==> config.mk <==
export PLATFORM = sky130hd
export DESIGN_NAME = umspi_master
export DESIGN_NICKNAME = d
export VERILOG_FILES = /design/src/hdl/umspi_pkg.sv /design/src/hdl/umspi_buf2.sv /design/src/hdl/umspi_master.sv
export SDC_FILE = /design/constraint.sdc
export NUM_CORES = 1
export LEC_CHECK = 0
export ABC_CLOCK_PERIOD_IN_PS = 5250
export BUFFER_PORTS_ARGS = -buffer_cell sky130_fd_sc_hd__buf_2
export CORE_ASPECT_RATIO = 1.4
export CORE_MARGIN = 2
export CORE_UTILIZATION = 55
export DETAILED_ROUTE_END_ITERATION = 10
export PLACE_DENSITY = 0.76
export RECOVER_POWER = 100
export SLEW_MARGIN = 10
export SYNTH_ARGS = -nofsm -noshare
export SYNTH_HDL_FRONTEND = slang
export SYNTH_HIERARCHICAL = 1
export SYNTH_SLANG_ARGS = --single-unit
==> constraint.sdc <==
create_clock -name mclk -period 5.25 [get_ports mclk]
set_clock_uncertainty 0.2 [all_clocks]
set_input_delay 1.575 -clock mclk [delete_from_list [all_inputs] [get_ports mclk]]
set_output_delay 1.575 -clock mclk [all_outputs]
set_load 0.05 [all_outputs]
==> src/hdl/umspi_pkg.sv <==
// Purpose: Shared constants for the master SPI operating mode block
// Assumes: One 20 MHz clock, no register bus
// Notes: Mode field encodings and frame figures live here
package umspi_pkg;
  localparam int unsigned CLK_HZ = 20000000;
  localparam int unsigned FRAME_BITS = 8;
  localparam int unsigned DIV_W = 12;
  localparam logic [11:0] DIV_RESET = 12'h000;
  localparam logic [1:0] MODE_ASYNC = 2'h0;
  localparam logic [1:0] MODE_SYNC = 2'h1;
  localparam logic [1:0] MODE_MSPI = 2'h3;
  localparam logic [3:0] BIT_LAST = 4'h7;
  localparam int unsigned BUF_DEPTH = 2;
endpackage : umspi_pkg

==> src/hdl/umspi_buf2.sv <==
// Purpose: Two-entry valid/ready buffer in the byte path
// Assumes: Synchronous inputs, one clock
// Notes: Full and empty are exact; in_ready drops only when both slots hold data
`timescale 1ns/1ns
module umspi_buf2 #(
  parameter int W = 8
) (
  input wire logic mclk,
  input wire logic rst,
  input wire logic flush,
  input wire logic in_valid,
  output logic in_ready,
  input wire logic [W-1:0] in_data,
  output logic out_valid,
  input wire logic out_ready,
  output logic [W-1:0] out_data
);
  typedef struct packed {
    logic [1:0][W-1:0] mem;
    logic rd;
    logic [1:0] cnt;
  } umspi_buf_s;
  umspi_buf_s st_ff, nxt_st;
  logic push, pop;
  assign in_ready = st_ff.cnt != 2'h2;
  assign out_valid = st_ff.cnt != 2'h0;
  assign out_data = st_ff.mem[st_ff.rd];
  assign push = in_valid && in_ready;
  assign pop = out_valid && out_ready;
  always_comb begin
    nxt_st = st_ff;
    if (push) begin
      nxt_st.mem[st_ff.rd ^ st_ff.cnt[0]] = in_data;
    end
    if (pop) begin
      nxt_st.rd = ~st_ff.rd;
    end
    nxt_st.cnt = st_ff.cnt + {1'b0, push} - {1'b0, pop};
    if (flush) begin
      nxt_st.cnt = 2'h0;
      nxt_st.rd = 1'b0;
    end
  end
  always_ff @(posedge mclk or posedge rst) begin
    if (rst) begin
      st_ff <= '0;
    end else begin
      st_ff <= nxt_st;
    end
  end
  empty_never_overfilled_a: assert property (@(posedge mclk) disable iff (rst) st_ff.cnt <= 2'h2)
    else $error("buffer count above two");
endmodule : umspi_buf2

==> src/hdl/umspi_master.sv <==
// Purpose: Master SPI operating mode of a serial transceiver
// Assumes: Inputs synchronous to mclk; software keeps the clock pin an output
// Notes: Two-entry buffers on both transmit and receive paths give double buffering
`timescale 1ns/1ns
////////////////////////////////////////////////////////////////////////////////
// Summary of operation
// - Mode field 3 selects master SPI
// - Parity and recovery logic off here
// - One shared controller drives both shifters
// - Pin override and interrupts unchanged
// - Same register places, changed bit meanings
// - Clock only generated internally, driven out
// - Bit rate is clock over 2(div+1)
// - Divisor is 12 bits from two halves
// - Fastest clock is half system clock
// - Next byte queued while current shifts
// - Full duplex on three wires
// - LSB or MSB first selectable
// - Mode number is polarity then phase
// - Sample and setup on opposite edges
// - Frame is exactly eight data bits
// - Each accepted data write starts one transfer
// - Frame, overrun, parity flags read zero
module umspi_master
  import umspi_pkg::*;
#(
  parameter int DIV_WIDTH = DIV_W
) (
  input wire logic mclk,
  input wire logic rst,
  input wire logic [1:0] operating_mode_select_field,
  input wire logic clock_polarity_bit,
  input wire logic clock_phase_bit,
  input wire logic bit_order_select,
  input wire logic transmitter_enable_bit,
  input wire logic receiver_enable_bit,
  input wire logic clock_pin_direction_bit,
  input wire logic [3:0] baud_divisor_high,
  input wire logic [7:0] baud_divisor_low,
  input wire logic baud_divisor_low_wr,
  input wire logic [7:0] tx_data,
  input wire logic tx_write,
  output logic tx_buffer_empty,
  output logic tx_complete,
  input wire logic tx_complete_clr,
  output logic [7:0] rx_data,
  output logic rx_complete,
  input wire logic rx_read,
  output logic framing_error_flag,
  output logic receive_overrun_flag,
  output logic parity_error_flag,
  output logic master_spi_operation,
  output logic transfer_clock_pin_o,
  output logic transfer_clock_pin_oe,
  output logic serial_out,
  output logic serial_out_oe,
  input wire logic serial_in
);
  import umspi_pkg::*;

  typedef enum logic [1:0] {S_IDLE, S_LEAD, S_TRAIL} umspi_state_e;
  typedef struct packed {
    umspi_state_e state;
    logic [11:0] div;
    logic [11:0] presc;
    logic [7:0] sh_tx;
    logic [7:0] sh_rx;
    logic [3:0] bitn;
    logic sck;
    logic sdo;
    logic txc;
  } umspi_st_s;

  umspi_st_s st_ff, nxt_st;
  logic tick, mspi, tx_on, rx_on;
  logic txq_valid, txq_ready, rxq_in_valid, rxq_in_ready, rxq_valid;
  logic in_bit;
  logic [7:0] rx_word;
  logic [7:0] txq_data;

  ////////////////////////////////////////////////////////////////////////////////
  // Mode decode
  // Control inputs shared by all modes
  assign mspi = operating_mode_select_field == MODE_MSPI;
  assign master_spi_operation = mspi;
  assign tx_on = mspi && transmitter_enable_bit;
  assign rx_on = mspi && receiver_enable_bit;

  assign framing_error_flag = 1'b0;
  assign receive_overrun_flag = 1'b0;
  assign parity_error_flag = 1'b0;

  assign transfer_clock_pin_oe = mspi && clock_pin_direction_bit;
  assign transfer_clock_pin_o = st_ff.sck;
  // Transmitter overrides the output pin only when enabled
  assign serial_out_oe = tx_on;
  assign serial_out = st_ff.sdo;

  // Half-bit tick: prescaler at zero, reloaded from divisor
  assign tick = st_ff.presc == 12'h000;

  umspi_buf2 #(.W(8)) u_txq (
    .mclk(mclk),
    .rst(rst),
    .flush(!mspi),
    .in_valid(tx_write && tx_on),
    .in_ready(tx_buffer_empty),
    .in_data(tx_data),
    .out_valid(txq_valid),
    .out_ready(txq_ready),
    .out_data(txq_data)
  );

  // Receive queue: when full, the last byte is dropped, not the oldest
  umspi_buf2 #(.W(8)) u_rxq (
    .mclk(mclk),
    .rst(rst),
    .flush(!rx_on),
    .in_valid(rxq_in_valid),
    .in_ready(rxq_in_ready),
    .in_data(rx_word),
    .out_valid(rxq_valid),
    .out_ready(rx_read),
    .out_data(rx_data)
  );
  assign rx_complete = rxq_valid;
  assign tx_complete = st_ff.txc;

  // Incoming bit lands at order-specific end
  assign in_bit = serial_in;
  assign rx_word = st_ff.sh_rx;

  assign txq_ready = (st_ff.state == S_IDLE) && tx_on;

  ////////////////////////////////////////////////////////////////////////////////
  // Shared transfer controller
  always_comb begin
    nxt_st = st_ff;
    // Twelve-bit divisor, loaded on low write
    if (baud_divisor_low_wr) begin
      nxt_st.div = {baud_divisor_high, baud_divisor_low};
      nxt_st.presc = {baud_divisor_high, baud_divisor_low};
    end else if (tick) begin
      nxt_st.presc = st_ff.div;
    end else begin
      nxt_st.presc = st_ff.presc - 12'h001;
    end
    // Async flow never runs in this mode; tx complete sticks until cleared
    if (tx_complete_clr) begin
      nxt_st.txc = 1'b0;
    end
    case (st_ff.state)
      S_IDLE: begin
        nxt_st.sck = clock_polarity_bit;
        // A queued byte starts a transfer
        if (txq_valid && tx_on) begin
          nxt_st.sh_tx = txq_data;
          nxt_st.bitn = 4'h0;
          nxt_st.state = S_LEAD;
          if (clock_phase_bit) begin
            nxt_st.sdo = st_ff.sdo;
          end else begin
            nxt_st.sdo = bit_order_select ? txq_data[0] : txq_data[7];
          end
          nxt_st.presc = st_ff.div;
        end
      end
      S_LEAD: begin
        if (tick) begin
          nxt_st.sck = ~clock_polarity_bit;
          // Phase picks sample or setup here
          if (clock_phase_bit) begin
            nxt_st.sdo = bit_order_select ? st_ff.sh_tx[0] : st_ff.sh_tx[7];
          end else begin
            nxt_st.sh_rx = bit_order_select ? {in_bit, st_ff.sh_rx[7:1]} : {st_ff.sh_rx[6:0], in_bit};
          end
          nxt_st.state = S_TRAIL;
        end
      end
      S_TRAIL: begin
        if (tick) begin
          nxt_st.sck = clock_polarity_bit;
          nxt_st.sh_tx = bit_order_select ? {1'b0, st_ff.sh_tx[7:1]} : {st_ff.sh_tx[6:0], 1'b0};
          if (clock_phase_bit) begin
            nxt_st.sh_rx = bit_order_select ? {in_bit, st_ff.sh_rx[7:1]} : {st_ff.sh_rx[6:0], in_bit};
          end else if (st_ff.bitn != BIT_LAST) begin
            nxt_st.sdo = bit_order_select ? st_ff.sh_tx[1] : st_ff.sh_tx[6];
          end
          if (st_ff.bitn == BIT_LAST) begin
            nxt_st.state = S_IDLE;
            nxt_st.txc = 1'b1;
          end else begin
            nxt_st.bitn = st_ff.bitn + 4'h1;
            nxt_st.state = S_LEAD;
          end
        end
      end
      default: begin
        nxt_st.state = S_IDLE;
      end
    endcase
    if (!tx_on) begin
      nxt_st.state = S_IDLE;
      nxt_st.sck = clock_polarity_bit;
    end
  end

  // Received word enters queue at frame end
  logic frame_done_ff;
  always_ff @(posedge mclk or posedge rst) begin
    if (rst) begin
      frame_done_ff <= 1'b0;
    end else begin
      frame_done_ff <= (st_ff.state == S_TRAIL) && tick && (st_ff.bitn == BIT_LAST) && tx_on;
    end
  end
  always_comb begin
    rxq_in_valid = frame_done_ff && rx_on;
  end

  always_ff @(posedge mclk or posedge rst) begin
    if (rst) begin
      st_ff <= '{state: S_IDLE, div: DIV_RESET, presc: DIV_RESET, sh_tx: 8'h00, sh_rx: 8'h00,
                 bitn: 4'h0, sck: 1'b0, sdo: 1'b1, txc: 1'b0};
    end else begin
      st_ff <= nxt_st;
    end
  end

  ////////////////////////////////////////////////////////////////////////////////
  // Assertions
  flags_zero_a: assert property (@(posedge mclk) disable iff (rst)
    !framing_error_flag && !receive_overrun_flag && !parity_error_flag)
    else $error("error flag not zero");
  idle_level_a: assert property (@(posedge mclk) disable iff (rst)
    (st_ff.state == S_IDLE) && $past(st_ff.state == S_IDLE) && $stable(clock_polarity_bit)
    |-> transfer_clock_pin_o == clock_polarity_bit)
    else $error("idle clock level wrong");
  lead_edge_a: assert property (@(posedge mclk) disable iff (rst)
    (st_ff.state == S_LEAD) && tick && tx_on |=> transfer_clock_pin_o == !$past(clock_polarity_bit))
    else $error("leading edge wrong");
  half_period_a: assert property (@(posedge mclk) disable iff (rst)
    (st_ff.state == S_LEAD) && tick && tx_on && !baud_divisor_low_wr && st_ff.div == 12'h000
    |=> tick)
    else $error("divisor zero not half clock");
  mode_gate_a: assert property (@(posedge mclk) disable iff (rst)
    !mspi |=> st_ff.state == S_IDLE)
    else $error("transfer outside master mode");
  frame_len_a: assert property (@(posedge mclk) disable iff (rst)
    st_ff.state != S_IDLE |-> st_ff.bitn <= BIT_LAST)
    else $error("frame longer than eight");
  txc_set_a: assert property (@(posedge mclk) disable iff (rst)
    (st_ff.state == S_TRAIL) && tick && st_ff.bitn == BIT_LAST && tx_on |=> tx_complete)
    else $error("complete not set at frame end");
  clk_drive_a: assert property (@(posedge mclk) disable iff (rst)
    transfer_clock_pin_oe |-> mspi)
    else $error("clock driven outside mode");

  ////////////////////////////////////////////////////////////////////////////////
  // Watch logic: cycles each clock level has stood so far
  // Restarts as the pin moves; a divisor write mid-level spoils that measure
  logic [12:0] hp_cnt_ff;
  logic hp_clean_ff;
  always_ff @(posedge mclk or posedge rst) begin
    if (rst) begin
      hp_cnt_ff <= 13'h0000;
      hp_clean_ff <= 1'b0;
    end else if (nxt_st.sck != st_ff.sck) begin
      hp_cnt_ff <= 13'h0000;
      hp_clean_ff <= 1'b1;
    end else begin
      if (hp_cnt_ff != 13'h1FFF) begin
        hp_cnt_ff <= hp_cnt_ff + 13'h0001;
      end
      if (baud_divisor_low_wr) begin
        hp_clean_ff <= 1'b0;
      end
    end
  end
  half_level_a: assert property (@(posedge mclk) disable iff (rst)
    (st_ff.state == S_TRAIL || (st_ff.state == S_LEAD && st_ff.bitn != 4'h0)) && tick && tx_on
    && hp_clean_ff && !baud_divisor_low_wr |-> hp_cnt_ff == {1'b0, st_ff.div})
    else $error("half period length wrong");

  // Clock edges and data setup per phase
  trail_edge_a: assert property (@(posedge mclk) disable iff (rst)
    (st_ff.state == S_TRAIL) && tick && tx_on |=> transfer_clock_pin_o == $past(clock_polarity_bit))
    else $error("trailing edge wrong");
  lead_hold_a: assert property (@(posedge mclk) disable iff (rst)
    (st_ff.state == S_LEAD) && tick && tx_on && !clock_phase_bit |=> $stable(serial_out))
    else $error("data moved on sampling edge");
  trail_hold_a: assert property (@(posedge mclk) disable iff (rst)
    (st_ff.state == S_TRAIL) && tick && tx_on && clock_phase_bit |=> $stable(serial_out))
    else $error("data moved on sampling edge");
  first_bit_a: assert property (@(posedge mclk) disable iff (rst)
    (st_ff.state == S_IDLE) && txq_valid && tx_on && !clock_phase_bit
    |=> serial_out == ($past(bit_order_select) ? $past(txq_data[0]) : $past(txq_data[7])))
    else $error("first bit order wrong");
  idle_disable_a: assert property (@(posedge mclk) disable iff (rst)
    !tx_on |=> transfer_clock_pin_o == $past(clock_polarity_bit))
    else $error("disabled clock not idle");

  // Transfer start, frame end and flags
  queue_start_a: assert property (@(posedge mclk) disable iff (rst)
    (st_ff.state == S_IDLE) && txq_valid && tx_on |=> st_ff.state == S_LEAD)
    else $error("queued byte not started");
  eight_bits_a: assert property (@(posedge mclk) disable iff (rst)
    $rose(tx_complete) |-> $past(st_ff.bitn) == BIT_LAST)
    else $error("frame ended early");
  txc_clear_a: assert property (@(posedge mclk) disable iff (rst)
    tx_complete_clr && !((st_ff.state == S_TRAIL) && tick && (st_ff.bitn == BIT_LAST) && tx_on)
    |=> !tx_complete)
    else $error("complete flag not cleared");
  div_load_a: assert property (@(posedge mclk) disable iff (rst)
    baud_divisor_low_wr |=> st_ff.div == {$past(baud_divisor_high), $past(baud_divisor_low)})
    else $error("divisor not loaded");
  tx_pin_a: assert property (@(posedge mclk) disable iff (rst)
    serial_out_oe |-> mspi && transmitter_enable_bit)
    else $error("data pin driven while disabled");

  // Receive path: a full queue keeps its oldest byte
  rx_capture_a: assert property (@(posedge mclk) disable iff (rst)
    rxq_in_valid && rxq_in_ready |=> rx_complete)
    else $error("received byte not queued");
  rx_keep_a: assert property (@(posedge mclk) disable iff (rst)
    rxq_in_valid && !rxq_in_ready && !rx_read |=> $stable(rx_data))
    else $error("full queue lost oldest byte");

  // Cover points
  start_cov: cover property (@(posedge mclk) disable iff (rst) txq_ready && txq_valid);
  mode3_cov: cover property (@(posedge mclk) disable iff (rst) frame_done_ff && clock_polarity_bit && clock_phase_bit);
  queued_cov: cover property (@(posedge mclk) disable iff (rst) st_ff.state != S_IDLE && !tx_buffer_empty);
  mode1_cov: cover property (@(posedge mclk) disable iff (rst) frame_done_ff && !clock_polarity_bit && clock_phase_bit);
  rx_drop_cov: cover property (@(posedge mclk) disable iff (rst) rxq_in_valid && !rxq_in_ready);
endmodule : umspi_master

; After elaboration in Yosys (flattened, before gate mapping)
; Cells that the tools add are included.
[word_totals]
register_bits = 88
input_bits = 35
out_inout_bits = 19
word_cells = 136
[classes]
add_sub_neg = 6
reduce_logical = 29
mux = 49
magnitude_cmp = 6
bitwise_logic = 5
n_eq_ne = 23
[op_table]
columns = cell, count
row1 = two-way mux 8 bit, 11
row2 = two-way mux 12 bit, 3
row3 = bitwise mux 16 bit, 2
row4 = one-hot mux 8 bit (2 select lines), 2
row5 = two-way mux 23 bit, 1
row6 = inequality test 2 bit (second input constant), 11
row7 = two-way mux 20 bit, 1
row8 = demux 8 bit (select 1 bit), 2
row9 = logical AND 1 bit, 16
row10 = two-way mux 1 bit, 15
row11 = logical NOT 12 bit, 1
row12 = one-hot mux 2 bit (3 select lines), 2
row13 = subtractor 12 x 1 -> 12 bit (second input constant), 1
row14 = two-way mux 2 bit, 5
row15 = AND reduction 3 bit, 3
row16 = less-than comparator 1 x 2 -> 1 bit (second input constant), 4
row17 = two-way mux 4 bit, 2
row18 = one-hot mux 4 bit (2 select lines), 1
row19 = AND reduction 8 bit, 1
row20 = nonzero test 2 bit, 4
row21 = two-way mux 3 bit, 2
row22 = inequality test 2 x 1 -> 1 bit (second input constant), 3
row23 = inequality test 3 bit (second input constant), 2
row24 = AND reduction 5 bit, 1
row25 = 15 further kinds, 22

; Logic depth before layout (Yosys ltp)
[depth]
word_depth = 7
ltp_mapped = 11
mapped_depth_nobuf = 11

; Hierarchy
; Netlist, hierarchy kept.
[modules_own_cells]
columns = module, seq_area_each_um2, area_each_um2, cells_per_inst, instances
row1 = umspi_master, 1252.5, 2917.8, 297, 1
row2 = umspi_buf2, 475.5, 973.4, 75, 2

; Least setup slack after synthesis
; OpenSTA, ideal clock, no wires.
[synth_timing]
path_type = input to output
from = input operating_mode_select_field[0]
to = output serial_out_oe
cell_stages = 2
t_required_ns = 3.475
arrival_ns = 2.201
path_buffers = 0
path_slack_ns = 1.274
cell_sequence = nand3_1 > clkinv_1
[synth_between]
elab_chain_cells = 2
[synth_rtl]
columns = element, line_no
row1 = "start, declared", umspi_master.sv:31  ; input wire logic [1:0] operating_mode_select_field,
row2 = equality test 2 bit, umspi_master.sv:84  ; assign mspi = operating_mode_select_field == MODE_MSPI;
row3 = logical AND 1 bit, umspi_master.sv:86  ; assign tx_on = mspi && transmitter_enable_bit;
row4 = "end, declared", umspi_master.sv:56  ; output logic serial_out_oe,
; No other way between the ends.

; Worst setup path after layout
; Ends and elaborated chain as after synthesis.

==> results.md <==
- Outcome: finished with violations
- Violated checks: max-capacitance violations, max-slew violations
- Crit. Startpoint: operating_mode_select_field[0]
- # IOs: 54
- Period utilization: 85.02%
- Core box area: 8608 µm²
- Pwr dens: 288.3 nW/µm²
- Yosys warning count: 6
- Hpwl dp: 7.173 mm
- Worst-path maximum fanout: 8
- Post-CTS Hold Buffers: 0
- Post-route DRC violation count: 0
- Final net count: 536
- HP Class: register to register
- Post-CTS setup buffer count: 0
- Most used cell along the critical path: clkbuf_1
- Critical path buffers and inverters: 3
- Initial Util: 56.51%
- Post-synth EDFFs: 0
- Buffers on Ports: 50
- Kind of critical path: input port to output pin
- Post-Syn Area: 4865 µm²
- Critical path cell sequence: clkbuf_1, nand3_1, clkinv_1, clkbuf_1
- Antenna violations before repair: 0
- Worst Hold Depth: 1
- # H-tree levels: 3
- CTS Sinks: 88
- Clock tree buffer depth: 2
- Top_reg_cell synth: dfrtp_1
- Peak VDD IR: 0.0002241 V
- First-pass GRT wire length: 17.37 mm
- Pre-antenna DRT Iters: 4
- Congestion Overflow GR: 0
- Max stage delay cell, worst path: clkbuf_1
- Routability cong.: 0.8457
- R2R setup slack: 1520 ps
- Antenna Cells: 0
- Most common cell after layout, fill and taps aside: dfrtp_1
- Cts repair resizes: 0
- Total track usage: 22.54%
- Reg area: 2203 µm²
- R2R Path End: st_ff[19]$_DFFE_PP0P_
- Finish-stage setup viols: 0
- CP peak stage delay: 500 ps
- Multi-input gate area in the final layout: 2384 µm²
- Via count: 3590
- Kind of cell adding the most delay to the critical path: buffers and inverters
- Yosys reg bits: 88
- Die Span Y: 115.3 µm
- CP Capture Type: output pin
- Setup ws final: 786.4 ps
- CTS root buffer: clkbuf_16
- Clk slew on worst S/H paths: 60 ps
- Synth cell types: 60
- Finished Layout Cells: 600
- Area after DPL: 5140 µm²
- Worst Path Required: 3480 ps
- Final ANT Viol Nets: 0
- Vias per cell: 5.983
- Worst-Margin Slew: 1918 ps
- Post-Place Worst Slack: 956.6 ps
- Final Hold Fails: 0
- Layout cells sized above 1: 24.24%
- Count of final max-slew check failures: 51
- Worst r2r src: st_ff[28]$_DFF_PP0_
- Gate Count Post-Synth: 447
- Placed instance count: 584
- Rows: 40
- CTS tree: done
- Setup_tns: 0 ps
- Synth-to-layout area growth: 9.619%
- CP Launch Type: input port
- Total CTS buffers: 9
- Vias in the first global route: 3792
- # fillers: 728
- Total wire length: 10.12 mm
- Most frequent cells in the layout: dfrtp_1, mux2_2, o21ai_0
- F_max: 224.0 MHz
- Total of max-cap violations: 1
- Ys async rst share: 100.0%
- CP endpoint: serial_out_oe
- Fin area: 5333 µm²
- Levels on crit path: 4
- Minimum clock period: 4464 ps
- R2R depth: 5
- Leakage: 2.477 nW
- Sequential area share after synthesis: 45.29%
- DIE WIDTH: 83.49 µm
- Syn_area_per_cell: 10.88 µm²
- DR WL/cell: 16.87 µm
- Clock Latency Late Sink: 340 ps
- Max_slew headroom: -28.03%
- Worst Path Arrival: 2690 ps
- Iteration-0 DRC Markers: 262
- RSZ-0062 raised after global routing: false
- Largest net degree at the start of global routing: 51
- Die ar.: 9624 µm²
## cells by family after synthesis
family                     Yosys count  share of synthesized area, %
xor gates and xnor gates             9                         1.620
and+or+nand+nor                    111                         13.25
muxes                               82                         18.60
AOI/OAI and AO/OA                  103                         14.22
buffers and inverters               42                         4.115
other                                1                       0.07709
DFF                                 88                         45.29
adders and majority gates           11                         2.829
## power breakdown
part,internal [mW],switching [mW]
registers,0.715,0.0297
clock network,0.383,0.260
logic,0.0688,0.0814
total,1.17,0.371
## cell type report
cell class | count | share of cell area, %
Clock buffer | 12 | 4.622
Clock inverter | 4 | 1.009
Inverter | 21 | 1.478
Multi-Input combinational cell | 319 | 44.70
Sequential cell | 88 | 41.32
Tap cell | 105 | 2.464
Timing Repair Buffer | 51 | 4.411
## per-layer routing
layer  global-route usage (%)  up-vias  wire [µm]
met5                        0        -          0
met4                    9.785        0        227
met3                    6.030       19        372
met2                    40.05       71       5370
met1                    25.70     1779       4148
li1                         -     1721          -
## Yosys cell counts (all sizes together) (5+ instances only)
library cell,instances,area share [%]
o21ai,34,3.5
a31oi,10,1.3
clkbuf,5,0.39
ha,11,2.8
o22ai,9,1.2
mux2i,15,3.1
a21oi,22,3.0
buf,16,2.1
dfrtp,87,45
mux2,67,16
nand2b,9,1.2
nand3,8,0.82
xnor2,5,0.90
and3,5,0.64
nor3,13,1.3
nand2,25,2.0
inv,20,1.5
nor3b,5,0.77
nor2,19,1.8
## sequential cells by signal, indices dropped and copies added, names as in the netlist
| signal | count |
|---|---|
| tx_complete | 1 |
| transfer_clock_pin_o | 1 |
| u_rxq/st_ff | 19 |
| serial_out | 1 |
| st_ff | 38 |
| rx_word | 8 |
| u_txq/st_ff | 19 |
| frame_done_ff | 1 |
## through the flow
step	utilization (%)	power, mW	hold slack (ps)
global route	61.95	1.611	313.0
CTS	63.20	1.562	298.2
detailed placement	59.71	0.9111	283.4
global placement	59.71	0.9031	260.8
floorplan	-	0.8677	243.5
finish	61.95	1.537	295.0
## worst min path at each step
stage / startpoint / end / slack [ps]
detailed placement: u_txq/st_ff[11]$_DFFE_PP0P_ / u_txq/st_ff[11]$_DFFE_PP0P_ / 280
floorplan: st_ff[6]$_DFFE_PP0P_ / st_ff[6]$_DFFE_PP0P_ / 240
global placement: u_txq/st_ff[11]$_DFFE_PP0P_ / u_txq/st_ff[11]$_DFFE_PP0P_ / 260
global route: u_txq/st_ff[11]$_DFFE_PP0P_ / u_txq/st_ff[11]$_DFFE_PP0P_ / 310
CTS: u_txq/st_ff[11]$_DFFE_PP0P_ / u_txq/st_ff[11]$_DFFE_PP0P_ / 300
finish: u_txq/st_ff[11]$_DFFE_PP0P_ / u_txq/st_ff[11]$_DFFE_PP0P_ / 300
(Power assumes the default switching activity.)
